--- config.mk ---
export PLATFORM = sky130hd
export DESIGN_NAME = hfo_osc_control
export DESIGN_NICKNAME = d
export VERILOG_FILES = /design/src/hfo_pkg.sv /design/src/hfo_wake_if.sv /design/src/hfo_wake_sync.sv /design/src/hfo_osc_control.sv
export VERILOG_INCLUDE_DIRS = /design/src
export SDC_FILE = /design/constraint.sdc
export NUM_CORES = 1
export LEC_CHECK = 0
export BUFFER_PORTS_ARGS = -buffer_cell sky130_fd_sc_hd__buf_2
export CELL_PAD_IN_SITES_DETAIL_PLACEMENT = 0
export CELL_PAD_IN_SITES_GLOBAL_PLACEMENT = 1
export CORE_ASPECT_RATIO = 1.4
export CORE_UTILIZATION = 35
export CTS_BUF_LIST = sky130_fd_sc_hd__clkbuf_4 sky130_fd_sc_hd__clkbuf_8
export DETAILED_ROUTE_END_ITERATION = 10
export GPL_TIMING_DRIVEN = 0
export HOLD_SLACK_MARGIN = 0.02
export PLACE_DENSITY = 0.74
export SETUP_SLACK_MARGIN = 0.02
export SYNTH_ARGS = -nofsm -noshare
export SYNTH_HDL_FRONTEND = slang
export SYNTH_HIERARCHICAL = 1
export SYNTH_SLANG_ARGS = --single-unit
--- constraint.sdc ---
create_clock -name clock -period 1.64 [get_ports clock]
set_input_delay 0 -clock clock [delete_from_list [all_inputs] [get_ports clock]]
set_output_delay 0 -clock clock [all_outputs]
set_load 0.02 [all_outputs]
--- src/hfo_map.svh ---
// Register map, field positions, reset values and codes of the H-F oscillator control
// Assumes inclusion by bare name from the modules and bench of this block
`ifndef HFO_MAP_SVH
`define HFO_MAP_SVH

`define HFO_CTRL_ADDR 8'hB2
`define HFO_CTRL_RESET 8'hC0
`define HFO_BIT_ENABLE 7
`define HFO_BIT_READY 6
`define HFO_BIT_SUSPEND 5
`define HFO_BIT_SYNC_BUSY 4
`define HFO_UNUSED_VALUE 2'h0
`define HFO_DIV_RESET 2'h0
`define HFO_CLKSEL_DIVIDED 3'h0
`define HFO_CLKSEL_DIRECT 3'h3
`define HFO_DIVCODE_16 2'h0
`define HFO_DIVCODE_8 2'h1
`define HFO_DIVCODE_4 2'h2
`define HFO_DIVCODE_2 2'h3
`define HFO_FACTOR_16 5'h10
`define HFO_FACTOR_8 5'h08
`define HFO_FACTOR_4 5'h04
`define HFO_FACTOR_2 5'h02
`define HFO_FACTOR_1 5'h01
`define HFO_FACTOR_RESET 5'h10
`define HFO_RESYNC_TICKS 2'h3
`define HFO_SYNC_RESET 7'h40
`define HFO_SYNC_OSC_STABLE 6
`define HFO_SYNC_TIMER_CLK 5
`define HFO_SYNC_T3_OVF 4
`define HFO_SYNC_CMP_OUT 3
`define HFO_SYNC_CMP_EN 2
`define HFO_SYNC_P1_MATCH 1
`define HFO_SYNC_P0_MATCH 0

`endif

--- src/hfo_pkg.sv ---
// Types shared by the H-F oscillator control block
// Assumes hfo_map.svh is reachable on the include path
package hfo_pkg;
	typedef enum logic [1:0] {
		HFO_RUN = 2'b00,
		HFO_SUSPEND = 2'b01,
		HFO_RESYNC = 2'b10
	} hfo_mode_e;

	typedef struct packed {
		hfo_mode_e mode;
		logic enable;
		logic suspendBit;
		logic [1:0] divSel;
		logic freqReady;
		logic syncBusy;
		logic [1:0] tickCnt;
		logic [7:0] rdata;
		logic oscRun;
		logic cpuHold;
		logic [4:0] divFactor;
	} hfo_state_s;

	typedef struct packed {
		logic [6:0] stage1;
		logic [6:0] stage2;
		logic timerClkLast;
	} hfo_sync_s;
endpackage

--- src/hfo_wake_if.sv ---
// Synchronised wake and status signals passed from the input synchroniser to the control
// Assumes both ends run on the same system clock
interface hfo_wake_if;
	logic wakeOther;
	logic wakeTimer;
	logic timerTick;
	logic oscStable;

	modport src (output wakeOther, output wakeTimer, output timerTick, output oscStable);
	modport dst (input wakeOther, input wakeTimer, input timerTick, input oscStable);
endinterface

--- src/hfo_wake_sync.sv ---
// Two-flop synchronisers for wake sources, wake-timer clock and oscillator status
// Assumes all inputs are asynchronous to clock; clkEn freezes the chain
`include "hfo_map.svh"

module hfo_wake_sync
	import hfo_pkg::*;
(
	input wire logic clock, // System clock
	input wire logic arst_n, // Async reset, active low
	input wire logic clkEn, // Freezes state while low
	input wire logic port0Match, // Port 0 match event
	input wire logic port1Match, // Port 1 match event
	input wire logic cmp0Enable, // Comparator 0 enabled
	input wire logic cmp0Out, // Comparator 0 output
	input wire logic timer3Overflow, // Wake-up timer overflow
	input wire logic wakeTimerClk, // Wake-up timer clock
	input wire logic oscStable, // Oscillator at programmed frequency
	hfo_wake_if.src wake // Synchronised results
);
	hfo_sync_s state_reg;
	hfo_sync_s state_next;
	logic [6:0] s2;

	always_comb begin
		state_next = state_reg;
		if (clkEn) begin
			state_next.stage1 = {oscStable, wakeTimerClk, timer3Overflow, cmp0Out, cmp0Enable,
				port1Match, port0Match};
			state_next.stage2 = state_reg.stage1;
			state_next.timerClkLast = state_reg.stage2[`HFO_SYNC_TIMER_CLK];
		end
	end

	always_ff @(posedge clock or negedge arst_n) begin
		if (!arst_n) begin
			state_reg <= '{stage1: `HFO_SYNC_RESET, stage2: `HFO_SYNC_RESET, timerClkLast: 1'b0};
		end else begin
			state_reg <= state_next;
		end
	end

	assign s2 = state_reg.stage2;
	// Comparator wakes only while enabled and low
	assign wake.wakeOther = s2[`HFO_SYNC_P0_MATCH] | s2[`HFO_SYNC_P1_MATCH] |
		(s2[`HFO_SYNC_CMP_EN] & ~s2[`HFO_SYNC_CMP_OUT]);
	assign wake.wakeTimer = s2[`HFO_SYNC_T3_OVF];
	assign wake.timerTick = s2[`HFO_SYNC_TIMER_CLK] & ~state_reg.timerClkLast;
	assign wake.oscStable = s2[`HFO_SYNC_OSC_STABLE];
endmodule // hfo_wake_sync

--- src/hfo_osc_control.sv ---
// Control and status register of the internal high-frequency oscillator
// Assumes a single-cycle SFR bus on clock and a clock that keeps running in suspend
`include "hfo_map.svh"

module hfo_osc_control
	import hfo_pkg::*;
(
	input wire logic clock, // System clock, 200 MHz
	input wire logic arst_n, // Async reset, active low
	input wire logic clkEn, // Freezes all state while low
	input wire logic [7:0] sfrAddr, // SFR address
	input wire logic sfrWrite, // SFR write strobe
	input wire logic sfrRead, // SFR read strobe
	input wire logic [7:0] sfrWdata, // SFR write data
	output logic [7:0] sfrRdata, // Read data, 00 when not selected
	input wire logic [2:0] sysClockSourceSelect, // System clock source select
	input wire logic port0Match, // Port 0 match event
	input wire logic port1Match, // Port 1 match event
	input wire logic cmp0Enable, // Comparator 0 enabled
	input wire logic cmp0Out, // Comparator 0 output
	input wire logic timer3Overflow, // Wake-up timer overflow
	input wire logic wakeTimerClk, // Wake-up timer clock
	input wire logic oscStable, // Analog oscillator settled
	output logic hfOscRun, // Oscillator run request
	output logic cpuHold, // Processor clock held
	output logic wakeTimerSyncBusy, // Timer registers unsafe
	output logic [4:0] hfDivideFactor // System clock divide factor
);
	hfo_state_s state_reg;
	hfo_state_s state_next;
	hfo_wake_if wake();
	logic ctrlSel;
	logic ctrlWrite;
	logic ctrlRead;

	function automatic logic [4:0] hfo_div_factor(input logic [2:0] clkSel,
		input logic [1:0] code);
		logic [4:0] f;
		f = `HFO_FACTOR_1;
		if (clkSel == `HFO_CLKSEL_DIVIDED) begin
			case (code)
				`HFO_DIVCODE_16: f = `HFO_FACTOR_16;
				`HFO_DIVCODE_8: f = `HFO_FACTOR_8;
				`HFO_DIVCODE_4: f = `HFO_FACTOR_4;
				`HFO_DIVCODE_2: f = `HFO_FACTOR_2;
				default: f = `HFO_FACTOR_16;
			endcase
		end
		return f;
	endfunction

	hfo_wake_sync u_sync (
		.clock(clock),
		.arst_n(arst_n),
		.clkEn(clkEn),
		.port0Match(port0Match),
		.port1Match(port1Match),
		.cmp0Enable(cmp0Enable),
		.cmp0Out(cmp0Out),
		.timer3Overflow(timer3Overflow),
		.wakeTimerClk(wakeTimerClk),
		.oscStable(oscStable),
		.wake(wake.src)
	);

	assign ctrlSel = (sfrAddr == `HFO_CTRL_ADDR);
	assign ctrlWrite = ctrlSel & sfrWrite;
	assign ctrlRead = ctrlSel & sfrRead;

	always_comb begin
		state_next = state_reg;
		if (clkEn) begin
			if (ctrlWrite) begin
				state_next.enable = sfrWdata[`HFO_BIT_ENABLE];
				state_next.divSel = sfrWdata[1:0];
			end
			case (state_reg.mode)
				HFO_RUN, HFO_RESYNC: begin
					if (ctrlWrite && sfrWdata[`HFO_BIT_SUSPEND]) begin
						state_next.mode = HFO_SUSPEND;
						state_next.suspendBit = 1'b1;
					end else if (state_reg.mode == HFO_RESYNC && wake.timerTick) begin
						if (state_reg.tickCnt == `HFO_RESYNC_TICKS - 2'h1) begin
							state_next.mode = HFO_RUN;
							state_next.syncBusy = 1'b0;
						end else begin
							state_next.tickCnt = state_reg.tickCnt + 2'h1;
						end
					end
				end
				HFO_SUSPEND: begin
					if (wake.wakeOther) begin
						state_next.mode = HFO_RESYNC;
						state_next.syncBusy = 1'b1;
						state_next.tickCnt = 2'h0;
						state_next.suspendBit = 1'b0;
					end else if (wake.wakeTimer) begin
						state_next.mode = state_reg.syncBusy ? HFO_RESYNC : HFO_RUN;
						state_next.suspendBit = 1'b0;
					end
				end
				default: begin
					state_next.mode = HFO_RUN;
				end
			endcase
			// Processor is only held, so it continues with the next instruction
			state_next.cpuHold = (state_next.mode == HFO_SUSPEND);
			state_next.oscRun = state_next.enable & ~state_next.cpuHold;
			state_next.freqReady = state_next.oscRun & wake.oscStable;
			state_next.divFactor = hfo_div_factor(sysClockSourceSelect,
				state_next.divSel);
			state_next.rdata = 8'h00;
			if (ctrlRead) begin
				state_next.rdata = {state_reg.enable, state_reg.freqReady,
					state_reg.suspendBit, state_reg.syncBusy, `HFO_UNUSED_VALUE,
					state_reg.divSel};
			end
		end
	end

	always_ff @(posedge clock or negedge arst_n) begin
		if (!arst_n) begin
			state_reg <= '{mode: HFO_RUN, enable: 1'b1, suspendBit: 1'b0,
				divSel: `HFO_DIV_RESET, freqReady: 1'b1, syncBusy: 1'b0, tickCnt: 2'h0,
				rdata: 8'h00, oscRun: 1'b1, cpuHold: 1'b0, divFactor: `HFO_FACTOR_RESET};
		end else begin
			state_reg <= state_next;
		end
	end

	assign sfrRdata = state_reg.rdata;
	assign hfOscRun = state_reg.oscRun;
	assign cpuHold = state_reg.cpuHold;
	assign wakeTimerSyncBusy = state_reg.syncBusy;
	assign hfDivideFactor = state_reg.divFactor;
endmodule // hfo_osc_control

# Word level (Yosys, flattened, before mapping)
# Cells that the tools add are included.
# totals
ff_bits	40
input_bits	31
out_inout_bits	16
wordCells	76
# classes
n_reduce_logical	10
bitwise	11
muxes	25
addsub	1
eq_ne	15
# op_table
operator	n
$mux W2	10
$pmux W5 S4	1
$reduce_and A6 Y1	2
$ne A2 B2 Y1 const B	5
$mux W3	3
$eq A2 B2 Y1 const B	4
$eq A8 B8 Y1 const B	1
$mux W8	1
$and A1 B1 Y1	6
$eq A2 B1 Y1 const B	3
$mux W1	6
$pmux W3 S2	1
$mux W5	1
$logic_not A2 Y1	2
$pmux W2 S2	1
$reduce_and A4 Y1	1
$logic_not A3 Y1	1
$ne A3 B1 Y1 const B	1
$not A1 Y1	3
$add A2 B1 Y2 const B	1
$logic_and A1 B1 Y1	2
$ne A2 B1 Y1 const B	1
$or A1 B1 Y1	2
$pmux W1 S2	1
other kinds (2)	2

# Longest topological paths before layout
# depth
word_depth	11
depth_mapped	6
ltp_nobuf	6

# Hierarchy
# Netlist, hierarchy kept.
# modules_own_cells
mod	area_each_um2	seq_area_each_um2	cells_each	n_inst
hfo_osc_control	1232.4	580.6	114	1
hfo_wake_sync	624.3	377.9	37	1

# Worst setup path after synthesis
# Ideal clock, no wire load.
# synth_timing
path_kind	reg2reg
start	reg u_sync.state_reg (netlist bit u_sync/s2[3])
end	reg state_reg[15] (netlist name)
path_stages_with_launch	6
setup_slack_ns	0.191
synth_period_minus_slack_ns	1.449
setup_ns	0.126
path_buffers	0
required_time_ns	1.514
t_arrival_ns	1.323
cell_sequence	dfrtp_1 > o21ai_0 > a21oi_1 > nor2_1 > o211ai_1 > a221o_1
# synth_between
elab_chain_len	5
# synth_lines
item	line	text
from (decl)	hfo_wake_sync.sv:20	hfo_sync_s state_reg;
from (signal assigned)	hfo_wake_sync.sv:36	state_reg <= '{stage1: `HFO_SYNC_RESET, stage2: `HFO_SYNC_RESET, timerClkLast: 1'b0};
from (signal assigned)	hfo_wake_sync.sv:38	state_reg <= state_next;
$not A1 Y1	hfo_wake_sync.sv:45	(s2[`HFO_SYNC_CMP_EN] & ~s2[`HFO_SYNC_CMP_OUT]);
$and A1 B1 Y1	hfo_wake_sync.sv:45	
$or A1 B1 Y1	hfo_wake_sync.sv:44	assign wake.wakeOther = s2[`HFO_SYNC_P0_MATCH] | s2[`HFO_SYNC_P1_MATCH] |
net wake.wakeOther	hfo_wake_if.sv:4	logic wakeOther;
$ne A2 B1 Y1 (no source line)	-	
$reduce_and A6 Y1 (no source line)	-	
to (signal assigned)	hfo_osc_control.sv:123	state_reg <= '{mode: HFO_RUN, enable: 1'b1, suspendBit: 1'b0,
to (signal assigned)	hfo_osc_control.sv:127	state_reg <= state_next;
to (decl)	hfo_osc_control.sv:29	hfo_state_s state_reg;
# The timed path passes the listed nets, and every way through them passes these cells.
# A chain may end at the register's enable or synchronous reset.

# Worst setup path after layout
# Same ends and word-level chain as after synthesis.

==> results.tsv <==
metric	value	unit
status	finished clean	
fraction of layout cells with a size suffix above 1	0.438	
WS Path Type	register to register	
number of synthesized flops with an enable pin	0	
WL/cell	13.0	um
# H-tree levels	2	
Top delay family on crit path	compound AO/OA/AOI/OAI gates	
Ports	47	
DRC	0	
CTS tree	yes	
clock-pin slew on the worst setup and hold paths	0.07	ns
# Max-Cap Violations	0	
clk root buf	clkbuf_8	
Clk pwr share	0.298	
reg-to-reg setup timing slack	0.18	ns
final setup violating endpoints	0	
Power per Cell Area	974	nW/um2
gr usage total	0.140	
cell taking the most area after synthesis	dfrtp_1	
Switching Fraction	0.271	
TritonCTS Buffers	5	
Initial DRT Pass Iterations	4	
setup bufs post-CTS	0	
RSZ-0062 raised after global routing	no	
sw power	0.618	mW
Tmin final	1.46	ns
Worst Setup End Kind	register	
Core ar.	5120	um2
final hold vios	0	
clk_lat worst skew	0.28	ns
most frequent cells in the layout	buf_2, dfrtp_1, buf_4	
period utilization	0.891	
static leakage	1.15	nW
mapped cell area	1860	um2
share of the synthesized area in the top cell type	0.431	
buffer and inverter count on the worst path	0	
CP Data Required Time	1.81	ns
FF-to-FF path depth	5	
Yosys warning count	6	
max reg flops	9	
global placement routability congestion	0.805	
startpoint types	register	
register area share after synthesis	0.516	
CP Cell Sequence	o21ai_2 -> a21oi_1 -> nor2_1 -> o211ai_1 -> a221o_1	
grt ovf	0	
Hold Crit Endpoint	state_reg[19]	
via count	1310	
largest net degree at the start of global routing	39	
via density per instance	4.75	
routed wire length	3.60	mm
initial antenna violation count	0	
Synth-to-Final Area Change	26.3	%
dpl hpwl	2.68	mm
Buffers on Ports	40	
Die W	63.6	um
max-slew violation count	0	
Final Skew	0.00565	ns
CP arrival	1.63	ns
area of the multi-input gates	731	um2
Filler cells	515	
row count	31	
Starting DRT DRC Count	43	
FF-to-FF Start	u_sync/s2[3]	
Overall Power	2.28	mW
Sequential Power Share	0.496	
synthesized flop and latch total	38	
WHS Path Cells	2	
Tightest Pin Transition	0.838	ns
asr flop ratio synth	1.00	
internal power	1.67	mW
Largest stage delay, worst path	0.40	ns
Die ar.	5600	um2
number of global-route vias before repair	1295	
global-route wire length before repair	5.99	mm
min-delay src	sfrWdata[0]	
synth top area cells	dfrtp_1, dfstp_2, mux2_4	
synth unique cells	38	
Initial Util	0.363	
FMAX	685	MHz
most common cell after layout, fill and taps aside	buf_2	
worst hold slack	0.0379	ns
Syn Inst Count	151	
syn avg cell area	12.3	um2
Seq. cell area	958	um2
Max FO, Critical Path	4	
Post-layout nets	241	
Slew headroom	0.442	
ys flop type	dfrtp_1	
antenna viol nets, final	0	
hold crit path type	input port to register	
# clock sinks	38	
die height	88.2	um
Worst IR Drop VDD	0.531	mV
diodes inserted	0	
critical path's slowest cell	dfrtp_1	
Max clock buf depth	2	
RR Endpoint	state_reg[15]	
Gate power share	0.206	
logic make-up (layout without fill, tap and decap cells):
logic type | count (synthesis) | after routing | synth area share
AOI/OAI and AO/OA | 35 | 35 | 0.137
other | 1 | 2 | 0.00202
and+or+nand+nor | 27 | 27 | 0.0970
muxes | 22 | 22 | 0.147
adders and majority gates | 1 | 1 | 0.00674
buffers and inverters | 27 | 85 | 0.0943
DFF | 38 | 38 | 0.516
worst max-delay path by stage:
stage | from | endpoint | slack [ns] | cells after the start
floorplan | u_sync/s2[3] | state_reg[15] | 0.19 | 5
global placement | u_sync/s2[3] | state_reg[15] | -0.04 | 5
detailed placement | u_sync/s2[3] | state_reg[15] | -0.06 | 5
CTS | u_sync/s2[3] | state_reg[15] | 0.08 | 5
global route | u_sync/s2[2] | state_reg[15] | 0.04 | 6
finish | u_sync/s2[3] | state_reg[15] | 0.18 | 5
routing by layer:
metal | track usage | up-vias | share of wire
li1 | - | 641 | -
met1 | 0.166 | 621 | 0.43
met2 | 0.249 | 44 | 0.50
met3 | 0.0365 | 4 | 0.055
met4 | 0.0372 | 0 | 0.0089
met5 | 0 | - | 0
layout make-up:
cell class / count / area share
Buffer: 19 / 0.0619
Clock buffer: 8 / 0.0416
Inverter: 8 / 0.0128
Multi-Input combinational cell: 87 / 0.312
Sequential cell: 38 / 0.409
Tap cell: 66 / 0.0352
Timing Repair Buffer: 50 / 0.128
power groups by stage:
stage	logic, mW	registers [mW]	clock network (mW)
after floorplan	0.309	1.15	0
after global placement	0.454	1.15	0
after detailed placement	0.460	1.15	0
after CTS	0.479	1.13	0.707
after global routing	0.526	1.15	0.735
final	0.472	1.13	0.681
synthesized netlist by cell type, types with 2 or more instances:
library cell	number
dfstp_2	6
mux2i_1	4
mux2_4	8
o2bb2ai_1	5
o21a_1	4
buf_4	13
and2_1	2
nor2_1	5
inv_1	8
nand2_1	4
mux2_2	10
nor2b_1	6
a22o_1	6
o21ai_0	8
o211ai_1	3
dfrtp_1	32
a21oi_1	3
clkbuf_1	3
nor3_1	2
what timing repair did:
action	in CTS	in global routing
endpoints found under the setup margin	2	2
pin swaps	0	0
hold endpoints to repair	41	0
hold buffers	10	0
resized for setup	1	1
per-stage QoR:
step / area (um2) / TNS [ns] / worst slack (ns) / std cells / util
2_1_floorplan: 1860 / 0 / 0.191 / 152 / -
3_3_place_gp: 2140 / -0.0605 / -0.0383 / 258 / 0.419
3_5_place_dp: 2140 / -0.0824 / -0.0636 / 258 / 0.419
4_1_cts: 2340 / 0 / 0.0794 / 276 / 0.457
5_1_grt: 2340 / 0 / 0.0397 / 276 / 0.458
6_report: 2340 / 0 / 0.180 / 276 / 0.458
Power figures use the tool's default switching activity.
